`src/common/nbi_regs.vh`:
```
// constants for the nand bus host controller
`ifndef NBI_REGS_VH
`define NBI_REGS_VH
// ------------------------------------------------------------
// address layout
// ------------------------------------------------------------
`define NBI_ADDR_CYCLES 3'd5
`define NBI_COL_WIDTH 12
`define NBI_ROW_WIDTH 17
`define NBI_PLANE_BIT 6
`define NBI_PAGE_BYTES 12'd2176
`define NBI_PAGES_PER_BLOCK 64
`define NBI_BLOCKS 2048
// ------------------------------------------------------------
// commands
// ------------------------------------------------------------
`define NBI_CMD_READ_SETUP 8'h00
`define NBI_CMD_READ_CONFIRM 8'h30
`define NBI_CMD_PROG_SETUP 8'h80
`define NBI_CMD_PROG_CONFIRM 8'h10
`define NBI_CMD_ERASE_SETUP 8'h60
`define NBI_CMD_ERASE_CONFIRM 8'hd0
// ------------------------------------------------------------
// operation codes on the user port
// ------------------------------------------------------------
`define NBI_OP_READ 2'd0
`define NBI_OP_PROG 2'd1
`define NBI_OP_ERASE 2'd2
// ------------------------------------------------------------
// timing
// ------------------------------------------------------------
`define NBI_STROBE_NS 20
`define NBI_CLK_NS 10
`define NBI_STROBE_CYC ((`NBI_STROBE_NS + `NBI_CLK_NS - 1) / `NBI_CLK_NS)
`define NBI_BUSY_WAIT_NS 200
`define NBI_BUSY_WAIT_CYC ((`NBI_BUSY_WAIT_NS + `NBI_CLK_NS - 1) / `NBI_CLK_NS)
`define NBI_PROG_TYP_NS 250000
`define NBI_ERASE_TYP_NS 2000000
`endif

```
`src/design/nbi_host.v`:
```
// host controller driving a multiplexed nand flash bus
`timescale 1ns/1ps
`default_nettype none
`include "nbi_regs.vh"

module nbi_host (
   // clock and reset
   input wire CLOCK,
   input wire RST,
   // user request
   input wire START,
   input wire [1:0] OP,
   input wire [11:0] COLUMN,
   input wire [16:0] ROW,
   input wire WP_ALLOW,
   output reg READY,
   output reg DONE,
   // user write data
   input wire [7:0] WDATA,
   output reg WDATA_TAKE,
   // user read data
   output reg [7:0] RDATA,
   output reg RDATA_VALID,
   // nand pins
   output reg CE_N,
   output reg CLE,
   output reg ALE,
   output reg WE_N,
   output reg RE_N,
   output reg WP_N,
   output reg [7:0] IO_OUT,
   output reg IO_OE,
   input wire [7:0] IO_IN,
   input wire RB_N
);
// ------------------------------------------------------------
// states
// ------------------------------------------------------------
localparam S_IDLE = 4'd0;
localparam S_CMD1 = 4'd1;
localparam S_ADDR = 4'd2;
localparam S_DATA = 4'd3;
localparam S_CMD2 = 4'd4;
localparam S_WAIT = 4'd5;
localparam S_BUSY = 4'd6;
localparam S_READ = 4'd7;
localparam S_DONE = 4'd8;
localparam integer STROBE_NUM = `NBI_STROBE_CYC;
localparam integer BUSY_WAIT_NUM = `NBI_BUSY_WAIT_CYC;
localparam [3:0] STROBE_CYC = STROBE_NUM[3:0];
localparam [5:0] BUSY_WAIT_CYC = BUSY_WAIT_NUM[5:0];

reg [3:0] state_q;
reg [1:0] op_q;
reg [11:0] col_q;
reg [16:0] row_q;
reg [2:0] acnt_q;
reg [11:0] bcnt_q;
reg [3:0] tcnt_q;
reg [5:0] wcnt_q;
reg phase_q;
reg [7:0] io_s1_q;
reg [7:0] io_s2_q;
reg rb_s1_q;
reg rb_s2_q;

// ------------------------------------------------------------
// helpers
// ------------------------------------------------------------
function [7:0] addr_byte;
   input [2:0] idx;
   input [11:0] col;
   input [16:0] row;
   begin
      case (idx)
         3'd0: addr_byte = col[7:0];
         3'd1: addr_byte = {4'h0, col[11:8]};
         3'd2: addr_byte = row[7:0];
         3'd3: addr_byte = row[15:8];
         default: addr_byte = {7'h00, row[16]};
      endcase
   end
endfunction

function [7:0] first_cmd;
   input [1:0] op;
   begin
      case (op)
         `NBI_OP_PROG: first_cmd = `NBI_CMD_PROG_SETUP;
         `NBI_OP_ERASE: first_cmd = `NBI_CMD_ERASE_SETUP;
         default: first_cmd = `NBI_CMD_READ_SETUP;
      endcase
   end
endfunction

function [7:0] second_cmd;
   input [1:0] op;
   begin
      case (op)
         `NBI_OP_PROG: second_cmd = `NBI_CMD_PROG_CONFIRM;
         `NBI_OP_ERASE: second_cmd = `NBI_CMD_ERASE_CONFIRM;
         default: second_cmd = `NBI_CMD_READ_CONFIRM;
      endcase
   end
endfunction

// ------------------------------------------------------------
// input synchronisers
// ------------------------------------------------------------
always @(posedge CLOCK) begin
   if (RST) begin
      io_s1_q <= 8'h00;
      io_s2_q <= 8'h00;
      rb_s1_q <= 1'b1;
      rb_s2_q <= 1'b1;
   end else begin
      io_s1_q <= IO_IN;
      io_s2_q <= io_s1_q;
      rb_s1_q <= RB_N;
      rb_s2_q <= rb_s1_q;
   end
end

// ------------------------------------------------------------
// sequencer
// ------------------------------------------------------------
// each byte: phase 0 strobe low for STROBE_CYC, phase 1 strobe high for STROBE_CYC
always @(posedge CLOCK) begin
   if (RST) begin
      state_q <= S_IDLE;
      op_q <= 2'd0;
      col_q <= 12'h000;
      row_q <= 17'h00000;
      acnt_q <= 3'd0;
      bcnt_q <= 12'h000;
      tcnt_q <= 4'h0;
      wcnt_q <= 6'h00;
      phase_q <= 1'b0;
      READY <= 1'b0;
      DONE <= 1'b0;
      WDATA_TAKE <= 1'b0;
      RDATA <= 8'h00;
      RDATA_VALID <= 1'b0;
      CE_N <= 1'b1;
      CLE <= 1'b0;
      ALE <= 1'b0;
      WE_N <= 1'b1;
      RE_N <= 1'b1;
      WP_N <= 1'b0;
      IO_OUT <= 8'h00;
      IO_OE <= 1'b0;
   end else begin
      DONE <= 1'b0;
      WDATA_TAKE <= 1'b0;
      RDATA_VALID <= 1'b0;
      case (state_q)
         S_IDLE: begin
            READY <= 1'b1;
            CE_N <= 1'b1;
            IO_OE <= 1'b0;
            WP_N <= WP_ALLOW;
            if (START && READY) begin
               READY <= 1'b0;
               op_q <= OP;
               col_q <= COLUMN;
               row_q <= ROW;
               acnt_q <= 3'd0;
               bcnt_q <= 12'h000;
               tcnt_q <= 4'h0;
               phase_q <= 1'b0;
               CE_N <= 1'b0;
               CLE <= 1'b1;
               ALE <= 1'b0;
               IO_OE <= 1'b1;
               IO_OUT <= first_cmd(OP);
               WE_N <= 1'b0;
               state_q <= S_CMD1;
            end
         end
         S_CMD1, S_ADDR, S_DATA, S_CMD2: begin
            if (tcnt_q != STROBE_CYC - 4'd1) begin
               tcnt_q <= tcnt_q + 4'd1;
            end else begin
               tcnt_q <= 4'h0;
               phase_q <= ~phase_q;
               if (!phase_q) begin
                  WE_N <= 1'b1;
               end else begin
                  // pick the next byte
                  WE_N <= 1'b0;
                  CLE <= 1'b0;
                  ALE <= 1'b0;
                  if (state_q == S_CMD1 || (state_q == S_ADDR && acnt_q != 3'd0)) begin
                     if ((op_q == `NBI_OP_ERASE && state_q == S_ADDR && acnt_q == 3'd3)
                        || acnt_q == `NBI_ADDR_CYCLES) begin
                        if (op_q == `NBI_OP_PROG) begin
                           CLE <= 1'b0;
                           IO_OUT <= WDATA;
                           WDATA_TAKE <= 1'b1;
                           bcnt_q <= 12'h001;
                           state_q <= S_DATA;
                        end else begin
                           CLE <= 1'b1;
                           IO_OUT <= second_cmd(op_q);
                           state_q <= S_CMD2;
                        end
                     end else begin
                        ALE <= 1'b1;
                        // erase sends only the three row bytes
                        IO_OUT <= addr_byte((op_q == `NBI_OP_ERASE) ? acnt_q + 3'd2 : acnt_q,
                                            col_q, row_q);
                        acnt_q <= acnt_q + 3'd1;
                        state_q <= S_ADDR;
                     end
                  end else if (state_q == S_DATA && bcnt_q != `NBI_PAGE_BYTES - col_q) begin
                     IO_OUT <= WDATA;
                     WDATA_TAKE <= 1'b1;
                     bcnt_q <= bcnt_q + 12'h001;
                  end else if (state_q == S_DATA) begin
                     CLE <= 1'b1;
                     IO_OUT <= second_cmd(op_q);
                     state_q <= S_CMD2;
                  end else begin
                     WE_N <= 1'b1;
                     IO_OE <= 1'b0;
                     wcnt_q <= 6'h00;
                     state_q <= S_WAIT;
                  end
               end
            end
         end
         S_WAIT: begin
            // let busy assert before sampling it
            if (wcnt_q != BUSY_WAIT_CYC) begin
               wcnt_q <= wcnt_q + 6'h01;
            end else begin
               state_q <= S_BUSY;
            end
         end
         S_BUSY: begin
            if (rb_s2_q) begin
               if (op_q == `NBI_OP_READ) begin
                  RE_N <= 1'b0;
                  bcnt_q <= 12'h000;
                  tcnt_q <= 4'h0;
                  phase_q <= 1'b0;
                  state_q <= S_READ;
               end else begin
                  state_q <= S_DONE;
               end
            end
         end
         S_READ: begin
            if (tcnt_q != STROBE_CYC + 4'd2) begin
               tcnt_q <= tcnt_q + 4'd1;
               if (tcnt_q == STROBE_CYC - 4'd1) begin
                  RE_N <= 1'b1;
               end
            end else begin
               // synchronised sample of the byte driven since the falling edge
               tcnt_q <= 4'h0;
               RDATA <= io_s2_q;
               RDATA_VALID <= 1'b1;
               bcnt_q <= bcnt_q + 12'h001;
               if (bcnt_q == `NBI_PAGE_BYTES - col_q - 12'h001) begin
                  state_q <= S_DONE;
               end else begin
                  RE_N <= 1'b0;
               end
            end
         end
         S_DONE: begin
            CE_N <= 1'b1;
            DONE <= 1'b1;
            state_q <= S_IDLE;
         end
         default: state_q <= S_IDLE;
      endcase
   end
end

endmodule
`default_nettype wire

```
`config.mk`:
```
export PLATFORM = sky130hd
export DESIGN_NAME = nbi_host
export DESIGN_NICKNAME = d
export VERILOG_FILES = /design/src/design/nbi_host.v
export VERILOG_INCLUDE_DIRS = /design/src /design/src/common
export SDC_FILE = /design/constraint.sdc
export NUM_CORES = 1
export LEC_CHECK = 0
export BUFFER_PORTS_ARGS = -buffer_cell sky130_fd_sc_hd__buf_2
export CORE_UTILIZATION = 55
export CTS_CLUSTER_DIAMETER = 50
export CTS_CLUSTER_SIZE = 28
export DETAILED_ROUTE_END_ITERATION = 6
export HOLD_SLACK_MARGIN = 0.03
export PLACE_DENSITY = 0.77
export SLEW_MARGIN = 20
export SYNTH_ARGS = -nofsm -noshare
export SYNTH_HDL_FRONTEND = slang
export SYNTH_SLANG_ARGS = --single-unit
```
`constraint.sdc`:
```
create_clock -name CLOCK -period 5.5 [get_ports CLOCK]
set_input_delay 0.55 -clock CLOCK [delete_from_list [all_inputs] [get_ports CLOCK]]
set_output_delay 0.55 -clock CLOCK [all_outputs]
set_load 0.02 [all_outputs]
```
==> results of run 1 <==
-- how the worst max path moves through the flow --
stage | start | end | slack (ps) | cells after the start
2_1_floorplan | col_q[0] | bcnt_q[1] | 2370 | 13
3_3_place_gp | col_q[0] | bcnt_q[1] | 2040 | 10
3_5_place_dp | col_q[0] | bcnt_q[7] | 1740 | 10
4_1_cts | col_q[0] | bcnt_q[7] | 1690 | 10
5_1_grt | col_q[0] | bcnt_q[7] | 1430 | 10
6_report | col_q[0] | bcnt_q[7] | 1610 | 10
-- critical path: cells and delay by family, from the launching register on --
kind | cells | cell delay (ps)
AND/OR/NAND/NOR | 2 | 1270
buffers and inverters | 1 | 140
XOR/XNOR | 1 | 300
flip-flops | 1 | 430
AO/OA/AOI/OAI | 5 | 1330
adder cells (fa/ha/maj) | 1 | 330
-- flip-flops by register name, indices dropped and copies added, names as in the netlist, 4 cells and up --
register  flops
row_q        17
io_s1_q       8
bcnt_q       12
wcnt_q        6
IO_OUT        8
state_q       4
col_q        12
RDATA         8
io_s2_q       8
tcnt_q        4
-- synth_stat cells, types with 5 or more instances --
cell,count
nand2_1,95
a221oi_1,6
nor3b_1,5
dfxtp_1,106
a21oi_1,65
xor2_1,19
buf_2,5
o211ai_1,8
inv_1,17
o21ai_0,23
nor2_1,65
nor2b_1,22
or3_1,11
xnor2_1,20
and2_1,8
and3_1,9
mux2i_1,12
or4_1,8
clkbuf_1,33
nor4_1,9
nor3_1,18
a31oi_1,8
a211oi_1,5
o21ai_1,7
ha_1,14
nand3_1,16
-- power breakdown --
group	internal, mW	total, mW	switching (mW)
Combinational	0.483	1.36	0.873
Sequential	0.862	1.00	0.141
Clock	0.183	0.494	0.311
Total	1.53	2.85	1.33
-- per-layer routing --
layer | wire length, um | track usage
met4 | 289 | 0.0878
met1 | 6280 | 0.356
met5 | 0 | 0
met3 | 957 | 0.0708
met2 | 6670 | 0.440
-- cell families (layout without fill, tap and decap cells) --
| group | Yosys count | count (layout) | synth area share |
|---|---|---|---|
| buffers and inverters | 61 | 113 | 0.0437 |
| muxes | 16 | 16 | 0.0289 |
| and+or+nand+nor | 294 | 294 | 0.257 |
| xor gates and xnor gates | 43 | 43 | 0.0754 |
| AOI/OAI and AO/OA | 171 | 171 | 0.194 |
| DFF | 106 | 106 | 0.371 |
| adders and majority gates | 14 | 14 | 0.0306 |
-- layout make-up --
| cell class | instances | share of cell area |
|---|---|---|
| Timing Repair Buffer | 80 | 0.0641 |
| Tap cell | 133 | 0.0263 |
| Inverter | 17 | 0.0101 |
| Clock buffer | 9 | 0.0196 |
| Clock inverter | 7 | 0.0131 |
| Multi-Input combinational cell | 538 | 0.531 |
| Sequential cell | 106 | 0.336 |
-- metrics by stage --
step	instances	power, mW	hold WS (ps)
final	890	2.85	324
after global routing	890	3.05	315
after CTS	890	2.83	306
after detailed placement	874	2.34	402
after global placement	874	2.29	394
after floorplan	705	2.02	389
-- cells in the final DEF (no fill, tap or decap), drive strengths merged, types with 3 or more instances in the layout --
cell and n:
nor3b 5, o21bai 3, a31oi 8, a221oi 6
xnor2 20, dfxtp 106, o21ai 30, nor2b 22
xnor3 4, nand2 95, a221o 4, o211ai 8
or3 11, nor3 19, buf 80, mux2 4
a311oi 3, a211oi 5, a21oi 65, mux2i 12
a21o 3, clkbuf 9, and3 9, xor2 19
nand4b 3, nand3 16, or4 10, ha 14
nand2b 4, and2 9, nor4 10, inv 21
nor2 65, a22oi 4, nand4 4, or2 4
o21a 4
==> impl_results.md, run 1 <==
- Worst rel slew slack: 0.264
- LEAKAGE: 2.56 nW
- Slew @ Worst Pin: 1100 ps
- Setup TNS: 0 ps
- Main flop type after synthesis: dfxtp_1
- Max IR drop VDD: 0.000385 V
- Residual DRC: 0
- Hold depth: 2
- R2r worst-path depth: 10
- Slew Limit Fails: 0
- Setup repair after global routing missed its margin: false
- CP Data Required Time: 5830 ps
- Clk sinks: 106
- Antenna diodes: 0
- CP max-delay cell: nor2_1
- RR Endpoint: bcnt_q[7]
- DRT iter0 DRCs: 499
- Fillers: 895
- Initial DRT Pass Iterations: 6
- Synth top area cells: dfxtp_1 (37%), nand2_1 (6.2%), a21oi_1 (5.7%)
- Clock-pin slew on the worst setup and hold paths: 110 ps
- Synth unique cells: 69
- R2r startpoint: col_q[0]
- Postcts setup bufs: 0
- CP Data Arrival Time: 4220 ps
- # hold bufs at CTS: 0
- TritonCTS clock tree: done
- Number of buffers created by CTS: 9
- Core Box Area: 9910 um^2
- I/O Buffers: 78
- Power Dens Cells: 452 nW/um^2
- Final #Nets: 818
- Total track usage: 0.273
- Worst-Skew Late Latency: 400 ps
- Critical path launch point type: flip-flop
- Cell Area, Synth: 5720 um^2
- Grt total ovfl: 0
- Clk buf depth: 2
- Avg Cell Area, Syn: 8.12 um^2
- Max Clock Freq: 257 MHz
- CP max FO: 14
- Seq/Total Area, Yosys: 0.371
- Total Wirelength: 14,200 um
- Fraction of final layout cells sized beyond drive strength 1: 0.152
- # IOs: 79
- Top-area cell type share of the netlist area: 0.371
- Final GP Congestion: 0.939
- Fin crit share: 0.708
- Final Critical Period: 3890 ps
- Max Cap Viol: 0
- Post-place setup slack: 1740 ps
- Setup WS post-layout: 1610 ps
- Hold Fails Final Rpt: 0
- Dpl hpwl: 10,500 um
- Synth-to-Final Area Change: 10.5%
- Largest net degree at the start of global routing: 61
- FF-to-FF setup slack: 1610 ps
- Min-Delay Path Class: in -> reg
- WL/cell: 15.9 um
- Cts repair resizes: 0
- Synth warn: 0
- Crit end category: flip-flop
- # rows: 36
- Syn nets: 771
- Initial antenna violation count: 0
- Placed cell area: 6110 um^2
- Yosys reg bits: 106
- Post-route design area: 6320 um^2
- Skew final: 10.4 ps
- Cell taking the most area after synthesis: dfxtp_1
- Hold Startpoint: RB_N
- Hold path endpoint: rb_s1_q
- Die area: 10,800 um^2
- Sequential cell area: 2120 um^2
- Die H: 104 um
- Area of the multi-input gates: 3360 um^2
- Post-synth EDFFs: 0
- Slowest stage delay, CP: 650 ps
- WS Path Type: reg -> reg
- Async SR Flop Fraction: 0
- Routed vias/inst: 5.96
- Via count: 5,308
- Status: complete, no violations
- Die Width: 104 um
- Number of global-route vias before repair: 4,968
- Synthesized instance count: 705
- Crit path cell chain: inv_1, ha_1, or4b_2, o21ai_1, xnor3_1, a311oi_1, a31oi_1, nor2_1, o21ai_0, a21oi_1
- First-pass GRT wire length: 24,000 um
- # setup viols final: 0
- H-tree depth: 3
- CTS root buf: clkbuf_8
- Final ANT Viol Nets: 0
- Util after Layout: 0.638
- Initial Util: 0.577
Power figures use the tool's default switching activity.
==> run 2: changes to the inputs <==
Settings changed: ABC_AREA set to 1.
Clock period 5.5 ns to 3.9 ns, I/O delays scaled along.
==> run 2 against run 1 <==
Critical path type unchanged. Wire length grew 7.9%. Hold slack worse by 140 ps. Clock skew grew 6.0 ps. Sequential share of layout area is 1.2 points lower. Highest routed layer unchanged.
==> impl_results.md, run 2 <==
- Sequential share of power: 0.338 (was 0.352)
- Top delay family on crit path: simple AND/OR/NAND/NOR gates (was compound AO/OA/AOI/OAI gates)
- Crit path cell chain: inv_2, ha_1, inv_1, nor2_4, nand3_2, nand2_4, nand3_1, nand3_1, nand2_1, nand2_1, nor2_1, nand2_2, nand2_4, a21boi_2, nand2_1, o21ai_0, nor2_1 (was inv_1, ha_1, or4b_2, o21ai_1, xnor3_1, a311oi_1, a31oi_1, nor2_1, o21ai_0, a21oi_1)
- Fraction of final layout cells sized beyond drive strength 1: 0.145 (was 0.152)
- Core Box Area: 10,400 um^2 (was 9910 um^2)
- Grt total ovfl: 0 (unchanged)
- Yosys reg bits: 106 (unchanged)
- # setup viols final: 0 (unchanged)
- Post-route design area: 6560 um^2 (was 6320 um^2)
- CP Data Required Time: 4180 ps (was 5830 ps)
- Number of buffer and inverter stages on the critical path: 2 (was 1)
- Max IR drop VDD: 0.000366 V (was 0.000385 V)
- CTS root buf: clkbuf_8 (unchanged)
- Placed cell area: 6370 um^2 (was 6110 um^2)
- Synthesized instance count: 905 (was 705)
- Max Clock Freq: 367 MHz (was 257 MHz)
- Cts repair resizes: 0 (unchanged)
- Setup TNS: 0 ps (unchanged)
- Status: complete, no violations (unchanged)
- Final total power: 4.16 mW (was 2.85 mW)
- Sequential cell area: 2120 um^2 (unchanged)
- Antenna diodes: 0 (unchanged)
- Clock-pin slew on the worst setup and hold paths: 120 ps (was 110 ps)
- Async SR Flop Fraction: 0 (unchanged)
- Setup repair after global routing missed its margin: false (unchanged)
- Largest net degree at the start of global routing: 51 (was 61)
- Via count: 5,934 (was 5,308)
- Number of buffers created by CTS: 9 (unchanged)
- WS Path Type: reg -> reg (unchanged)
- H-tree depth: 3 (unchanged)
- # hold bufs at CTS: 0 (unchanged)
- DRT iter0 DRCs: 351 (was 499)
- CP Data Arrival Time: 3010 ps (was 4220 ps)
- Power Dens Cells: 634 nW/um^2 (was 452 nW/um^2)
- LEAKAGE: 3.06 nW (was 2.56 nW)
- Most common cell after layout, fill and taps aside: nand2_1 (was dfxtp_1)
- Skew final: 16.4 ps (was 10.4 ps)
- Dpl hpwl: 11,600 um (was 10,500 um)
- Total Wirelength: 15,300 um (was 14,200 um)
- # rows: 37 (was 36)
- Min-Delay Path Class: in -> reg (unchanged)
- Clk buf depth: 2 (unchanged)
- Residual DRC: 0 (unchanged)
- Initial Util: 0.567 (was 0.577)
- Final GP Congestion: 0.971 (was 0.939)
- WL/cell: 13.7 um (was 15.9 um)
- Synth top area cells: dfxtp_1 (36%), nand2_1 (14%), nor2_1 (8.9%) (was dfxtp_1 (37%), nand2_1 (6.2%), a21oi_1 (5.7%))
- Cell taking the most area after synthesis: dfxtp_1 (unchanged)
- Slowest stage delay, CP: 490 ps (was 650 ps)
- Routed vias/inst: 5.33 (was 5.96)
- CP max FO: 13 (was 14)
- First-pass GRT wire length: 25,500 um (was 24,000 um)
- Largest regs: row_q: 17 flops, bcnt_q: 12 flops, col_q: 12 flops (unchanged)
- Initial antenna violation count: 0 (unchanged)
- Max Cap Viol: 0 (unchanged)
- Top-area cell type share of the netlist area: 0.361 (was 0.371)
- Largest Register: row_q (unchanged)
- Die H: 105 um (was 104 um)
- CP max-delay cell: a21boi_2 (was nor2_1)
- Final #Nets: 1,039 (was 818)
- Pint: 2.17 mW (was 1.53 mW)
- Final ANT Viol Nets: 0 (unchanged)
- TritonCTS clock tree: done (unchanged)
- Worst rel slew slack: 0.471 (was 0.264)
- Number of global-route vias before repair: 5,580 (was 4,968)
- CP dominant cell by count: nand2_1
- Die Width: 105 um (was 104 um)
- Synth-to-Final Area Change: 11.4% (was 10.5%)
- Worst-Skew Late Latency: 390 ps (was 400 ps)
- Sw Pwr: 1.99 mW (was 1.33 mW)
- I/O Buffers: 78 (unchanged)
- # IOs: 79 (unchanged)
- Avg Cell Area, Syn: 6.50 um^2 (was 8.12 um^2)
- Final Critical Period: 2730 ps (was 3890 ps)
- Top cells by count, synth: nand2_1 (213), nor2_1 (139), dfxtp_1 (106) (was dfxtp_1 (106), nand2_1 (95), a21oi_1 (65), nor2_1 (65), clkbuf_1 (33))
- Synth warn: 0 (unchanged)
- Clk pwr share: 0.162 (was 0.173)
- Slew @ Worst Pin: 787 ps (was 1100 ps)
- Largest register FFs: 17 (unchanged)
- Commonest non-fill, non-tap cells in the layout: nand2_1 (213), nor2_1 (139), dfxtp_1 (106), inv_1 (99), buf_2 (78) (was dfxtp_1 (106), nand2_1 (95), buf_2 (78), a21oi_1 (65), nor2_1 (64))
- Util after Layout: 0.632 (was 0.638)
- Sw frac: 0.479 (was 0.465)
- Syn nets: 971 (was 771)
- Comb pwr share: 0.500 (was 0.475)
- Final non-filler cell total: 1,114 (was 890)
- Cell Area, Synth: 5880 um^2 (was 5720 um^2)
- Clk sinks: 106 (unchanged)
- Initial DRT Pass Iterations: 5 (was 6)
- Area of the multi-input gates: 3240 um^2 (was 3360 um^2)
- Synth unique cells: 41 (was 69)
- Total track usage: 0.287 (was 0.273)
- Hold Fails Final Rpt: 0 (unchanged)
- Crit end category: flip-flop (unchanged)
- DP Cell Count: 1,098 (was 874)
- Die area: 11,100 um^2 (was 10,800 um^2)
- Slew Limit Fails: 0 (unchanged)
- Most instantiated library cell after synthesis: nand2_1 (was dfxtp_1)
- Seq/Total Area, Yosys: 0.361 (was 0.371)
- Postcts setup bufs: 0 (unchanged)
- Fin crit share: 0.699 (was 0.708)
- Main flop type after synthesis: dfxtp_1 (unchanged)
- Post-synth EDFFs: 0 (unchanged)
- Fillers: 1,008 (was 895)
- Critical path launch point type: flip-flop (unchanged)
run 2: cells by family after synthesis:
logic type	count (synthesis)	synth area share
and+or+nand+nor	479	0.354
AOI/OAI and AO/OA	158	0.145
buffers and inverters	133	0.0880
DFF	106	0.361
xor gates and xnor gates	15	0.0223
adders and majority gates	14	0.0298
run 2: power groups by stage:
| stage | sequential, mW | combinational, mW | clock [mW] |
|---|---|---|---|
| global placement | 1.43 | 2.04 | 0 |
| CTS | 1.40 | 2.06 | 0.684 |
| global route | 1.43 | 2.36 | 0.727 |
| floorplan | 1.42 | 1.59 | 0 |
| detailed placement | 1.43 | 2.05 | 0 |
| finish | 1.41 | 2.08 | 0.673 |
run 2: per-layer routing:
metal  track usage  routed length [um]
met5             0                   0
met4         0.148                 620
met3        0.0489                 902
met2         0.479                6930
met1         0.353                6850
run 2: final timing paths:
kind,start,depth (start not counted),to,slack [ps]
setup reg to reg,col_q[0],17,bcnt_q[1],1170
hold reg to reg,io_s1_q[7],2,io_s2_q[7],410
setup / recovery,col_q[0],17,bcnt_q[1],1170
hold / removal,RB_N,2,rb_s1_q,180
run 2: cell type report:
class / instances / area share
flip-flops and latches: 106 / 0.324
repair buffers: 83 / 0.0653
clock buffers: 10 / 0.0195
well taps: 136 / 0.0260
clock inverters: 6 / 0.00935
inverters: 107 / 0.0613
multi-input cells: 666 / 0.495
run 2: stage by stage:
step	setup WS, ps	hold WS [ps]
final	1170	180
after global routing	872	157
after CTS	1200	161
after detailed placement	1200	393
after global placement	1240	389
after floorplan	1610	388
run 2: worst register-to-register path: cells and delay by family (launching register included):
kind                       cells  cell delay [ps]
and+or+nand+nor               12             1140
AOI/OAI and AO/OA              2              590
DFF                            1              370
buffers and inverters          2              270
adders and majority gates      1              260
